==> src/mfi_cfg.svh <==
// Register offsets, field positions, masks, reset values and status bit positions
`ifndef MFI_CFG_SVH
`define MFI_CFG_SVH

// Byte offsets on the bus (chosen)
`define OFS_GROUP_A      8'h00
`define OFS_GROUP_B      8'h04
`define OFS_IRQ_STATUS   8'h08
`define OFS_IRQ_ENABLE   8'h0c
`define OFS_IRQ_CLEAR    8'h10
`define OFS_WAKE_STATUS  8'h14

// Group A field positions
`define A_T3A_FLAG   7
`define A_T3P_FLAG   6
`define A_XP_FLAG    5
`define A_SI_FLAG    4
`define A_T3A_EN     3
`define A_T3P_EN     2
`define A_XP_EN      1
`define A_SI_EN      0

// Group B field positions
`define B_SPI_FLAG   6
`define B_EE_FLAG    5
`define B_LV_FLAG    4
`define B_SPI_EN     2
`define B_EE_EN      1
`define B_LV_EN      0

// Implemented-bit masks
`define MASK_A_SMALL 8'h33
`define MASK_A_LARGE 8'hff
`define MASK_B       8'h77

// Reset values
`define RST_GROUP    8'h00
`define RST_IRQ      2'h0

// Status bit positions for the system interrupt
`define ST_GROUP_A   0
`define ST_GROUP_B   1

`endif

==> src/mfi_pkg.sv <==
// Types shared by the multi-function interrupt register block
package mfi_pkg;

    // Peripheral event strobes, one cycle each
    typedef struct packed {
        logic timer3_cmp_a;
        logic timer3_cmp_p;
        logic ext_periph;
        logic serial_if;
        logic second_spi;
        logic eeprom;
        logic low_volt;
    } src_events_t;

    // Decoded bus request carried to the data phase
    typedef struct packed {
        logic       valid;
        logic       write;
        logic [7:0] addr;
    } bus_req_t;

endpackage : mfi_pkg

==> src/mfi_group_reg.sv <==
// One 8-bit flag/enable register with hardware set and software write
`timescale 1ns/1ps
`include "mfi_cfg.svh"

module mfi_group_reg
    import mfi_pkg::*;
#(
    parameter logic [7:0] IMPL_MASK = 8'hff  // Implemented bits
)(
    input  wire logic       hclk,     // System clock
    input  wire logic       hresetn,  // Async reset, active low
    input  wire logic       wr_en,    // Software write strobe
    input  wire logic [7:0] wr_data,  // Software write value
    input  wire logic [3:0] hw_set,   // Flag sets for bits 7..4
    output logic      [7:0] value,    // Register contents
    output logic            req       // Group request
);

    // State of the register
    typedef struct packed {
        logic [7:0] bits;
    } grp_state_t;

    grp_state_t s_q;  // Registered state
    grp_state_t s_d;  // Next state

    // Next value: software write, then hardware set wins
    always_comb
    begin
        s_d = s_q;
        if (wr_en)
        begin
            s_d.bits = wr_data & IMPL_MASK;
        end
        // Set regardless of enable; set beats a clearing write
        s_d.bits[7:4] = s_d.bits[7:4] | (hw_set & IMPL_MASK[7:4]);
    end

    // State register
    always_ff @(posedge hclk or negedge hresetn)
    begin
        if (!hresetn)
        begin
            s_q.bits <= `RST_GROUP;
        end
        else
        begin
            s_q <= s_d;
        end
    end

    assign value = s_q.bits;
    // Flag ANDed with its enable, ORed over the group
    assign req   = |(s_q.bits[7:4] & s_q.bits[3:0]);

endmodule : mfi_group_reg

==> src/mfi_regs.sv <==
// Multi-function interrupt flag/enable registers behind an AHB-Lite slave
`timescale 1ns/1ps
`include "mfi_cfg.svh"

module mfi_regs
    import mfi_pkg::*;
#(
    parameter bit LARGE_VARIANT = 1'b1  // Timer-3 bits present
)(
    input  wire logic        hclk,       // System clock
    input  wire logic        hresetn,    // Async reset, active low
    input  wire logic        hsel,       // Slave select
    input  wire logic [7:0]  haddr,      // Byte address
    input  wire logic [1:0]  htrans,     // Transfer type
    input  wire logic        hwrite,     // Write when high
    input  wire logic [2:0]  hsize,      // Transfer size
    input  wire logic [31:0] hwdata,     // Write data
    input  wire logic        hready,     // Bus ready
    output logic      [31:0] hrdata,     // Read data
    output logic             hreadyout,  // Slave ready
    output logic             hresp,      // Always OKAY
    input  wire src_events_t ev,         // Peripheral event strobes
    output logic             mf_req_a,   // Group A request
    output logic             mf_req_b,   // Group B request
    output logic             wake,       // Wake pulse to power control
    output logic             irq         // System interrupt level
);

    localparam logic [7:0] MASK_A = LARGE_VARIANT ? `MASK_A_LARGE : `MASK_A_SMALL;

    // State of this module apart from prev_a and prev_b
    typedef struct packed {
        bus_req_t    req;       // Pending data phase
        logic [31:0] rdata;     // Read data
        logic        req_a;     // Registered group A request
        logic        req_b;     // Registered group B request
        logic        wake;      // Wake pulse
        logic [1:0]  ist;       // Sticky interrupt status
        logic [1:0]  ien;       // Interrupt enable
        logic        irq;       // Interrupt output
        logic [7:0]  wake_src;  // Which flags caused the last wake
    } state_t;

    state_t s_q;  // Registered state
    state_t s_d;  // Next state

    logic [7:0] grp_a;   // Group A contents
    logic [7:0] grp_b;   // Group B contents
    logic       comb_a;  // Group A request, combinational
    logic       comb_b;  // Group B request, combinational
    logic       wr_a;    // Write strobe, group A
    logic       wr_b;    // Write strobe, group B
    logic [3:0] set_a;   // Hardware sets, group A
    logic [3:0] set_b;   // Hardware sets, group B
    logic [7:0] prev_a;  // Flags of group A last cycle
    logic [7:0] prev_b;  // Flags of group B last cycle

    // Write strobe for a given offset during the data phase
    function automatic logic wr_hit(input bus_req_t r, input logic [7:0] ofs);
        wr_hit = r.valid && r.write && (r.addr == ofs);
    endfunction : wr_hit

    assign wr_a  = wr_hit(s_q.req, `OFS_GROUP_A);
    assign wr_b  = wr_hit(s_q.req, `OFS_GROUP_B);
    // Bits 7..4 of group A: timer-3 A, timer-3 P, ext periph, serial
    assign set_a = {ev.timer3_cmp_a, ev.timer3_cmp_p, ev.ext_periph, ev.serial_if};
    // Bits 7..4 of group B: unused, second SPI, EEPROM, low-voltage
    assign set_b = {1'b0, ev.second_spi, ev.eeprom, ev.low_volt};

    // Group A register, enables at bits 3..0
    mfi_group_reg #(
        .IMPL_MASK (MASK_A)
    ) u_group_a (
        .hclk    (hclk),
        .hresetn (hresetn),
        .wr_en   (wr_a),
        .wr_data (hwdata[7:0]),
        .hw_set  (set_a),
        .value   (grp_a),
        .req     (comb_a)
    );

    // Group B register, enables at bits 2..0
    mfi_group_reg #(
        .IMPL_MASK (`MASK_B)
    ) u_group_b (
        .hclk    (hclk),
        .hresetn (hresetn),
        .wr_en   (wr_b),
        .wr_data (hwdata[7:0]),
        .hw_set  (set_b),
        .value   (grp_b),
        .req     (comb_b)
    );

    // Previous flags for rising-edge detection
    always_ff @(posedge hclk or negedge hresetn)
    begin
        if (!hresetn)
        begin
            prev_a <= `RST_GROUP;
            prev_b <= `RST_GROUP;
        end
        else
        begin
            prev_a <= grp_a;
            prev_b <= grp_b;
        end
    end

    // Next state of bus slave, requests, wake and interrupt
    always_comb
    begin
        logic [1:0] rise;
        logic [1:0] clr;
        logic [7:0] new_a;
        logic [7:0] new_b;
        rise  = 2'h0;
        clr   = 2'h0;
        new_a = grp_a & ~prev_a & 8'hf0;
        new_b = grp_b & ~prev_b & 8'hf0;
        s_d   = s_q;
        // Address phase capture
        s_d.req.valid = hsel && hready && htrans[1];
        s_d.req.write = hwrite;
        s_d.req.addr  = haddr;
        // Read data prepared for the next data phase
        s_d.rdata = 32'h0;
        if (hsel && hready && htrans[1] && !hwrite)
        begin
            unique case (haddr)
                `OFS_GROUP_A:     s_d.rdata = {24'h0, grp_a};
                `OFS_GROUP_B:     s_d.rdata = {24'h0, grp_b};
                `OFS_IRQ_STATUS:  s_d.rdata = {30'h0, s_q.ist};
                `OFS_IRQ_ENABLE:  s_d.rdata = {30'h0, s_q.ien};
                `OFS_WAKE_STATUS: s_d.rdata = {24'h0, s_q.wake_src};
                default:          s_d.rdata = 32'h0;  // Unmapped reads zero
            endcase
        end
        // Group requests to vectoring logic
        s_d.req_a = comb_a;
        s_d.req_b = comb_b;
        // Wake on any newly set flag
        s_d.wake = |{new_a, new_b};
        if (s_d.wake)
        begin
            s_d.wake_src = {new_b[7:4], new_a[7:4]};
        end
        // Software register writes
        if (wr_hit(s_q.req, `OFS_IRQ_ENABLE))
        begin
            s_d.ien = hwdata[1:0];
        end
        if (wr_hit(s_q.req, `OFS_IRQ_CLEAR))
        begin
            clr = hwdata[1:0];
        end
        // Sticky status on rising group request; set beats clear
        rise[`ST_GROUP_A] = comb_a && !s_q.req_a;
        rise[`ST_GROUP_B] = comb_b && !s_q.req_b;
        s_d.ist = (s_q.ist & ~clr) | rise;
        s_d.irq = |(s_d.ist & s_d.ien);
    end

    // State register
    always_ff @(posedge hclk or negedge hresetn)
    begin
        if (!hresetn)
        begin
            s_q <= '0;
        end
        else
        begin
            s_q <= s_d;
        end
    end

    // Outputs from flops; hreadyout and hresp are constants
    assign hrdata    = s_q.rdata;
    assign hreadyout = 1'b1;
    assign hresp     = 1'b0;
    assign mf_req_a  = s_q.req_a;
    assign mf_req_b  = s_q.req_b;
    assign wake      = s_q.wake;
    assign irq       = s_q.irq;

    // Event sets its flag one cycle later in readback
    property p_flag_set;
        @(posedge hclk) disable iff (!hresetn)
        ev.ext_periph |=> grp_a[`A_XP_FLAG];
    endproperty
    a_flag_set: assert property (p_flag_set) else $error("flag not set");

    // Enabled flag gives group request next cycle
    property p_req_a;
        @(posedge hclk) disable iff (!hresetn)
        (grp_a[`A_XP_FLAG] && grp_a[`A_XP_EN]) |=> mf_req_a;
    endproperty
    a_req_a: assert property (p_req_a) else $error("group a request missing");

    // No enables, no request
    property p_no_req;
        @(posedge hclk) disable iff (!hresetn)
        (grp_b[2:0] == 3'h0) |=> !mf_req_b;
    endproperty
    a_no_req: assert property (p_no_req) else $error("disabled request seen");

    // Unimplemented bits stay zero
    property p_unimpl;
        @(posedge hclk) disable iff (!hresetn)
        (grp_b[7] == 1'b0) && (grp_b[3] == 1'b0);
    endproperty
    a_unimpl: assert property (p_unimpl) else $error("unimplemented bit set");

    // Disabled flag stays set without software write
    property p_hold;
        @(posedge hclk) disable iff (!hresetn)
        (grp_b[`B_LV_FLAG] && !wr_b) |=> grp_b[`B_LV_FLAG];
    endproperty
    a_hold: assert property (p_hold) else $error("flag dropped");

    // New flag raises wake two cycles after its event
    property p_wake;
        @(posedge hclk) disable iff (!hresetn)
        (ev.low_volt && !grp_b[`B_LV_FLAG]) |=> ##1 wake;
    endproperty
    a_wake: assert property (p_wake) else $error("wake missing");

    // Serial event sets bit 4 of group A
    property p_serial;
        @(posedge hclk) disable iff (!hresetn)
        ev.serial_if |=> grp_a[`A_SI_FLAG];
    endproperty
    a_serial: assert property (p_serial) else $error("serial flag not set");

    // EEPROM event sets bit 5 of group B
    property p_eeprom;
        @(posedge hclk) disable iff (!hresetn)
        ev.eeprom |=> grp_b[`B_EE_FLAG];
    endproperty
    a_eeprom: assert property (p_eeprom) else $error("eeprom flag not set");

    // Low-voltage event sets bit 4 of group B
    property p_low_volt;
        @(posedge hclk) disable iff (!hresetn)
        ev.low_volt |=> grp_b[`B_LV_FLAG];
    endproperty
    a_low_volt: assert property (p_low_volt) else $error("low-voltage flag not set");

    // Second SPI event sets bit 6 of group B
    property p_second_spi;
        @(posedge hclk) disable iff (!hresetn)
        ev.second_spi |=> grp_b[`B_SPI_FLAG];
    endproperty
    a_second_spi: assert property (p_second_spi) else $error("spi flag not set");

    // Timer-3 A event sets bit 7 on the large variant
    property p_t3a_set;
        @(posedge hclk) disable iff (!hresetn)
        (ev.timer3_cmp_a && LARGE_VARIANT) |=> grp_a[`A_T3A_FLAG];
    endproperty
    a_t3a_set: assert property (p_t3a_set) else $error("timer A flag not set");

    // Timer-3 P event sets bit 6 on the large variant
    property p_t3p_set;
        @(posedge hclk) disable iff (!hresetn)
        (ev.timer3_cmp_p && LARGE_VARIANT) |=> grp_a[`A_T3P_FLAG];
    endproperty
    a_t3p_set: assert property (p_t3p_set) else $error("timer P flag not set");

    // Group A bits outside the variant's mask stay zero
    property p_unimpl_a;
        @(posedge hclk) disable iff (!hresetn)
        (grp_a & ~MASK_A) == 8'h00;
    endproperty
    a_unimpl_a: assert property (p_unimpl_a) else $error("group a spare bit set");

    // Serial flag with its enable gives group A request
    property p_serial_req;
        @(posedge hclk) disable iff (!hresetn)
        (grp_a[`A_SI_FLAG] && grp_a[`A_SI_EN]) |=> mf_req_a;
    endproperty
    a_serial_req: assert property (p_serial_req) else $error("serial request missing");

    // Any enabled flag of group B gives its request
    property p_req_b;
        @(posedge hclk) disable iff (!hresetn)
        ((grp_b[6:4] & grp_b[2:0]) != 3'h0) |=> mf_req_b;
    endproperty
    a_req_b: assert property (p_req_b) else $error("group b request missing");

    // No enabled flag in group A, no request
    property p_no_req_a;
        @(posedge hclk) disable iff (!hresetn)
        ((grp_a[7:4] & grp_a[3:0]) == 4'h0) |=> !mf_req_a;
    endproperty
    a_no_req_a: assert property (p_no_req_a) else $error("group a request unexpected");

    // External flag stays set without a software write
    property p_hold_a;
        @(posedge hclk) disable iff (!hresetn)
        (grp_a[`A_XP_FLAG] && !wr_a) |=> grp_a[`A_XP_FLAG];
    endproperty
    a_hold_a: assert property (p_hold_a) else $error("external flag dropped");

    // New external flag raises wake two cycles after its event
    property p_wake_a;
        @(posedge hclk) disable iff (!hresetn)
        (ev.ext_periph && !grp_a[`A_XP_FLAG]) |=> ##1 wake;
    endproperty
    a_wake_a: assert property (p_wake_a) else $error("wake missing for group a");

    // Interrupt output follows enabled sticky status
    property p_irq_level;
        @(posedge hclk) disable iff (!hresetn)
        irq == |(s_q.ist & s_q.ien);
    endproperty
    a_irq_level: assert property (p_irq_level) else $error("interrupt level wrong");

    // Group A request rising sets its sticky status bit
    property p_status_rise;
        @(posedge hclk) disable iff (!hresetn)
        (comb_a && !s_q.req_a) |=> s_q.ist[`ST_GROUP_A];
    endproperty
    a_status_rise: assert property (p_status_rise) else $error("status not set");

endmodule : mfi_regs

==> config.mk <==
export PLATFORM = sky130hd
export DESIGN_NAME = mfi_regs
export DESIGN_NICKNAME = d
export VERILOG_FILES = /design/src/mfi_pkg.sv /design/src/mfi_group_reg.sv /design/src/mfi_regs.sv
export VERILOG_INCLUDE_DIRS = /design/src /design/src/src
export SDC_FILE = /design/constraint.sdc
export NUM_CORES = 1
export LEC_CHECK = 0
export ABC_AREA = 1
export ABC_CLOCK_PERIOD_IN_PS = 1200
export BUFFER_PORTS_ARGS = -buffer_cell sky130_fd_sc_hd__buf_2
export CORE_ASPECT_RATIO = 1.4
export CORE_UTILIZATION = 30
export CTS_CLUSTER_SIZE = 14
export DETAILED_ROUTE_END_ITERATION = 6
export MAX_ROUTING_LAYER = met4
export PLACE_DENSITY = 0.56
export SLEW_MARGIN = 40
export SYNTH_ARGS = -nofsm -noshare
export SYNTH_HDL_FRONTEND = slang
export SYNTH_SLANG_ARGS = --single-unit
export TNS_END_PERCENT = 30
==> constraint.sdc <==
create_clock -name hclk -period 1.2 [get_ports hclk]
set_input_delay 0.06 -clock hclk [delete_from_list [all_inputs] [get_ports hclk]]
set_output_delay 0.06 -clock hclk [all_outputs]
set_load 0.05 [all_outputs]
; ---- Yosys cells after proc, flatten, opt, wreduce, memory -nomap -nowiden
; Cells that the tools add are included.
[word_totals]
regBits = 88
input_bits = 57
out_inout_bits = 38
elab_cells = 61
[op_classes]
n_eq_ne = 7
mux = 6
n_bitwise = 12
reduce_logical = 19
[op_table]
columns = op, n
row1 = $pmux 8 s5, 1
row2 = $mux 32, 1
row3 = $eq 8x4->1 const B, 3
row4 = $and 8x8->8, 2
row5 = $eq 8x3->1 const B, 2
row6 = $eq 8x5->1 const B, 2
row7 = $logic_not 8->1, 2
row8 = $mux 8, 2
row9 = $not 8->8, 2
row10 = $logic_and 1x1->1, 10
row11 = $reduce_or 4->1, 2
row12 = $reduce_or 8->1, 1
row13 = $and 2x2->2, 2
row14 = $and 4x3->4, 1
row15 = $and 4x4->4, 1
row16 = $mux 2, 2
row17 = $or 4x3->4, 1
row18 = $or 4x4->4, 1
row19 = $logic_not 1->1, 3
row20 = $not 2->2, 1
row21 = $or 2x2->2, 1
row22 = $reduce_or 2->1, 1

; ---- Logic depth before layout (Yosys ltp)
[depth]
depth_word = 8
mapped_depth = 9
ltp_nobuf = 9

; ---- Cells and area by module
; Synthesis repeated with hierarchy kept, for this count alone.
[unflattened]
hier_cells = 320
area_unflattened_um2 = 2717.6
[by_module_without_submodules]
columns = mod, n_inst, cells_each, area_each_um2, seq_area_each_um2
row1 = mfi_regs, 1, 242, 2102.0, 1051.0
row2 = mfi_group_reg (u_group_a), 1, 43, 344.1, 200.2
row3 = mfi_group_reg (u_group_b), 1, 35, 271.5, 150.1

; ---- Least setup slack after synthesis
; Ideal clock, no wire load.
[synth_timing]
path_kind = reg-to-reg
startpoint = register s_q[50] (netlist bit)
endpoint = register u_group_a.s_q, in the netlist u_group_a.value[1]
setup_ns = 0.118
arrival_ns = 1.070
t_required_ns = 1.082
path_slack_ns = 0.012
path_stages_with_launch = 7
path_buffers = 1
period_less_slack_ns = 1.188
path_cell_list = dfrtp_1 > or2_1 > nor2_2 > nand3_2 > buf_6 > nand2_1 > o21ai_2
[synth_via]
elab_chain_len = 2
[synth_rtl]
columns = element, line_no
row1 = start: declaration, mfi_regs.sv:44  ; state_t s_q;
row2 = start signal: assignment, mfi_regs.sv:170  ; s_q <= '0;
row3 = start signal: assignment, mfi_regs.sv:174  ; s_q <= s_d;
row4 = $logic_not 8->1, mfi_regs.sv:60  ; wr_hit = r.valid && r.write && (r.addr == ofs);
row5 = $logic_and 1x1->1, mfi_regs.sv:60
row6 = end: declaration, mfi_group_reg.sv:24  ; grp_state_t s_q;
; Every way passes these cells.
; A chain may end at the register's enable or synchronous reset.

==> metrics.txt <==
# TYPE chip_impl_metric gauge
chip_impl_metric{name="relative_contribution_of_sequential_cells_to_total_power",unit="%"} 49.7
chip_impl_metric{name="max_clock_freq",unit="MHz"} 790.3
chip_impl_metric{name="dp_worst_setup_slack",unit="ns"} -0.06046
chip_impl_metric{name="cts.path.max_buffers",unit=""} 2
chip_impl_metric{name="worst_slack",unit="ns"} -0.06537
chip_impl_metric{name="antenna_left",unit=""} 0
chip_impl_info{name="setup.worst_path.class",value="reg -> reg"} 1
chip_impl_info{name="synth_area_leaders",value="sky130_fd_sc_hd__dfrtp_1 (53%), sky130_fd_sc_hd__buf_4 (10%), sky130_fd_sc_hd__nand2_1 (9.3%), sky130_fd_sc_hd__inv_1 (5.3%), sky130_fd_sc_hd__nor2_1 (4.7%)"} 1
chip_impl_metric{name="placedInstanceArea",unit="mm²"} 0.002880
chip_impl_metric{name="design.core.area",unit="mm²"} 0.008198
chip_impl_metric{name="first_global_vias",unit=""} 2031
chip_impl_metric{name="routed_wirelength",unit="µm"} 5729
chip_impl_metric{name="grt_start_max_net_pins",unit=""} 55
chip_impl_metric{name="worst-r2r-cell-count",unit=""} 8
chip_impl_info{name="clock_tree.root_cell",value="sky130_fd_sc_hd__clkbuf_16"} 1
chip_impl_metric{name="synthesis.instances",unit=""} 292
chip_impl_info{name="most_instantiated_flip_flop_cell_in_the_synthesis_netlist",value="sky130_fd_sc_hd__dfrtp_1"} 1
chip_impl_metric{name="detailedRoute.firstPassIterationCount",unit=""} 4
chip_impl_metric{name="number_of_buffers_added_on_ports",unit=""} 40
chip_impl_metric{name="cellLeakagePower",unit="nW"} 1.781
chip_impl_metric{name="routabilityCongestion",unit=""} 0.8306
chip_impl_metric{name="avgRoutedWirePerCell",unit="µm"} 12.09
chip_impl_info{name="r2r-start",value="s_q[51]"} 1
chip_impl_metric{name="max_cap_viol_count",unit=""} 0
chip_impl_metric{name="core.rowCount",unit=""} 39
chip_impl_metric{name="syn_to_final_growth",unit="%"} 29.92
chip_impl_metric{name="initial_utilization",unit="%"} 31.12
chip_impl_info{name="ff_to_ff_end",value="irq"} 1
chip_impl_info{name="status",value="complete, but fails checks"} 1
chip_impl_metric{name="synth_sequential_area_ratio",unit="%"} 52.97
chip_impl_metric{name="chipHeight",unit="µm"} 111.1
chip_impl_info{name="synth_area_leader_cell",value="sky130_fd_sc_hd__dfrtp_1"} 1
chip_impl_metric{name="final-seq-area",unit="mm²"} 0.001351
chip_impl_metric{name="synth_edf_count",unit=""} 0
chip_impl_info{name="setup_repair_after_global_routing_missed_its_margin",value="yes"} 1
chip_impl_metric{name="synthArstFlopShare",unit="%"} 100.0
chip_impl_metric{name="worst_path_required",unit="ns"} 1.39
chip_impl_metric{name="clk_pin_slew",unit="ns"} 0.07
chip_impl_metric{name="drt_first_iter_violations",unit=""} 78
chip_impl_metric{name="fin_hold_ws",unit="ns"} 0.002725
chip_impl_metric{name="grt_util_all_layers",unit="%"} 14.80
chip_impl_metric{name="yosysWarningCount",unit=""} 0
chip_impl_info{name="whs_endpoint",value="u_group_a.value[6]"} 1
chip_impl_metric{name="finalNetCount",unit=""} 428
chip_impl_metric{name="power.internal",unit="W"} 0.002777
chip_impl_metric{name="netSwitchingPower",unit="W"} 0.001016
chip_impl_info{name="hold_start",value="hwdata[6]"} 1
chip_impl_metric{name="io_pins",unit=""} 95
chip_impl_metric{name="post-cts-setup-buffer-count",unit=""} 0
chip_impl_metric{name="yosysTopAreaCellShare",unit="%"} 52.97
chip_impl_metric{name="finalClockSkew",unit="ns"} 0.004275
chip_impl_metric{name="grt_antenna_before_repair",unit=""} 0
chip_impl_metric{name="p_clk_share",unit="%"} 37.9
chip_impl_metric{name="grt_first_pass_wirelength",unit="µm"} 9597
chip_impl_metric{name="clkSinkCount",unit=""} 54
chip_impl_metric{name="power_density",unit="mW/mm²"} 1145
chip_impl_metric{name="htree_levels",unit=""} 2
chip_impl_metric{name="timing.reg2reg.setup_slack",unit="ns"} -0.07
chip_impl_metric{name="holdPathStages",unit=""} 3
chip_impl_metric{name="worst_ep_arrival_time",unit="ns"} 1.45
chip_impl_metric{name="share_comb_of_total_power",unit="%"} 12.4
chip_impl_info{name="synthTopCellsByCount",value="sky130_fd_sc_hd__nand2_1 (63), sky130_fd_sc_hd__dfrtp_1 (54), sky130_fd_sc_hd__inv_1 (36), sky130_fd_sc_hd__buf_4 (34), sky130_fd_sc_hd__nor2_1 (32)"} 1
chip_impl_info{name="worst_hold_path_type",value="in -> reg"} 1
chip_impl_metric{name="insertion_delay",unit="ns"} 0.29
chip_impl_metric{name="overflow_left_after_global_routing",unit=""} 0
chip_impl_metric{name="hpwl",unit="µm"} 4194
chip_impl_metric{name="post-route-period-util",unit="%"} 105.4
chip_impl_metric{name="p_total",unit="W"} 0.003793
chip_impl_info{name="setup.worst_path.end_class",value="flop"} 1
chip_impl_metric{name="multi_input_area",unit="µm²"} 950.9
chip_impl_metric{name="timing.final.setup_violations",unit=""} 8
chip_impl_metric{name="ys_ff_latch",unit=""} 54
chip_impl_metric{name="antennaDiodeCount",unit=""} 0
chip_impl_metric{name="finalMaxSlewViolations",unit=""} 0
chip_impl_metric{name="fillers",unit=""} 856
chip_impl_info{name="cts_tree",value="built"} 1
chip_impl_metric{name="post_synth.cell_area_avg",unit="µm²"} 8.737
chip_impl_metric{name="switching_share",unit="%"} 26.80
chip_impl_metric{name="route.vias.total",unit=""} 2011
chip_impl_metric{name="post_synth_instance_area",unit="mm²"} 0.002551
chip_impl_metric{name="drive_gt1_share",unit="%"} 29.57
chip_impl_metric{name="post-route-cell-area",unit="mm²"} 0.003314
chip_impl_metric{name="tritoncts.num_buffers",unit=""} 5
chip_impl_metric{name="power.ir.vdd_worst",unit="mV"} 0.5473
chip_impl_metric{name="die_area",unit="mm²"} 0.008882
chip_impl_info{name="yosys.cell_count.top_type",value="sky130_fd_sc_hd__nand2_1"} 1
chip_impl_metric{name="timing.critical_path.fanout_max",unit=""} 2
chip_impl_metric{name="die_width",unit="µm"} 79.94
chip_impl_info{name="startpoint_type",value="flop"} 1
chip_impl_metric{name="vias_per_cell",unit=""} 4.243
chip_impl_metric{name="detail_route.drc_violations",unit=""} 0
chip_impl_info{name="failed_checks",value="negative setup slack"} 1
chip_impl_metric{name="period_needed",unit="ns"} 1.265
chip_impl_metric{name="hold_viol",unit=""} 0
chip_impl_metric{name="synth_cell_types",unit=""} 26
[state kept, by name (all words and copies together) (netlist names)]
| name | flops |
|---|---|
| s_q | 21 |
| hrdata | 8 |
| u_group_a.value | 8 |
| u_group_b.value | 6 |
| prev_a | 4 |
| prev_b | 3 |
| irq | 1 |
| mf_req_a | 1 |
| mf_req_b | 1 |
| wake | 1 |
[how the worst max path moves through the flow]
stage	startpoint	to	cells past startpoint
floorplan	s_q[50]	u_group_a.value[1]	6
global placement	s_q[51]	irq	8
detailed placement	s_q[51]	irq	8
CTS	s_q[51]	irq	8
global route	s_q[51]	irq	8
finish	s_q[51]	irq	8
[cell type report]
type                    instances  share of cell area (%)
flip-flops and latches         54                   40.77
well taps                     102                   3.850
clock buffers                   5                   3.775
inverters                      38                   4.304
repair buffers                 83                   17.97
clock inverters                 3                  0.6418
multi-input cells             189                   28.69
[worst max-delay path: stages, from the launching register on]
cell	delay, ns
sky130_fd_sc_hd__dfrtp_1	0.37
sky130_fd_sc_hd__or2_1	0.23
sky130_fd_sc_hd__nor2_2	0.11
sky130_fd_sc_hd__buf_4	0.14
sky130_fd_sc_hd__nand3_1	0.07
sky130_fd_sc_hd__nand2_1	0.07
sky130_fd_sc_hd__nand2_1	0.06
sky130_fd_sc_hd__nand2_1	0.06
sky130_fd_sc_hd__nand2_1	0.05
[power by group through the flow]
stage | sequential [W] | combinational, W | clock, W
final | 0.00188 | 0.000471 | 0.00144
after global routing | 0.00189 | 0.000517 | 0.00155
after CTS | 0.00188 | 0.000468 | 0.00148
after detailed placement | 0.00192 | 0.000414 | 0
after global placement | 0.00192 | 0.000409 | 0
after floorplan | 0.00192 | 0.000337 | 0
[cell usage in the layout (no fill, tap or decap), drive strengths merged]
master	Yosys	final
nand2	67	67
dfrtp	54	54
and3	2	2
nor4	1	1
nor2	38	38
o21ai	17	17
nand3	21	21
clkinvlp	0	1
nor3	1	1
nand3b	3	3
or2	1	1
o22ai	6	6
inv	38	38
o211ai	1	1
clkbuf	0	5
dlygate4sd3	0	21
a21oi	4	4
buf	35	62
nand4	1	1
conb	2	26
clkinv	0	2
[timing repair]
item / CTS / global route
setup endpoints to repair: 22 / 26
hold endpoints to repair: 72 / 0
pin swaps: 1 / 3
hold buffers: 21 / 0
resized for setup: 9 / 21
[kinds of logic (layout without fill, tap and decap cells)]
| logic type | count (synthesis) | count (layout) | share of synthesized area, % |
|---|---|---|---|
| DFF | 54 | 54 | 52.97 |
| buffers and inverters | 73 | 129 | 16.04 |
| other | 2 | 26 | 0.2944 |
| AOI/OAI and AO/OA | 28 | 28 | 6.327 |
| and+or+nand+nor | 135 | 135 | 24.37 |
[through the flow]
step / std cells / TNS [ns] / utilization [%]
after floorplan: 316 / 0 / -
after global placement: 445 / -0.05899 / 35.13
after detailed placement: 445 / -0.4928 / 35.13
after CTS: 474 / -0.2395 / 39.68
after global routing: 474 / -1.714 / 40.43
final: 474 / -0.2465 / 40.43
[layer usage]
metal / vias to the layer above / routed length [µm] / GRT usage (%)
met2: 48 / 3260 / 26.55
met3: 9 / 179 / 2.222
met1: 947 / 2154 / 15.65
met5: - / 0 / -
met4: 0 / 134 / 6.548
li1: 1007 / - / -
(Power assumes the default switching activity.)
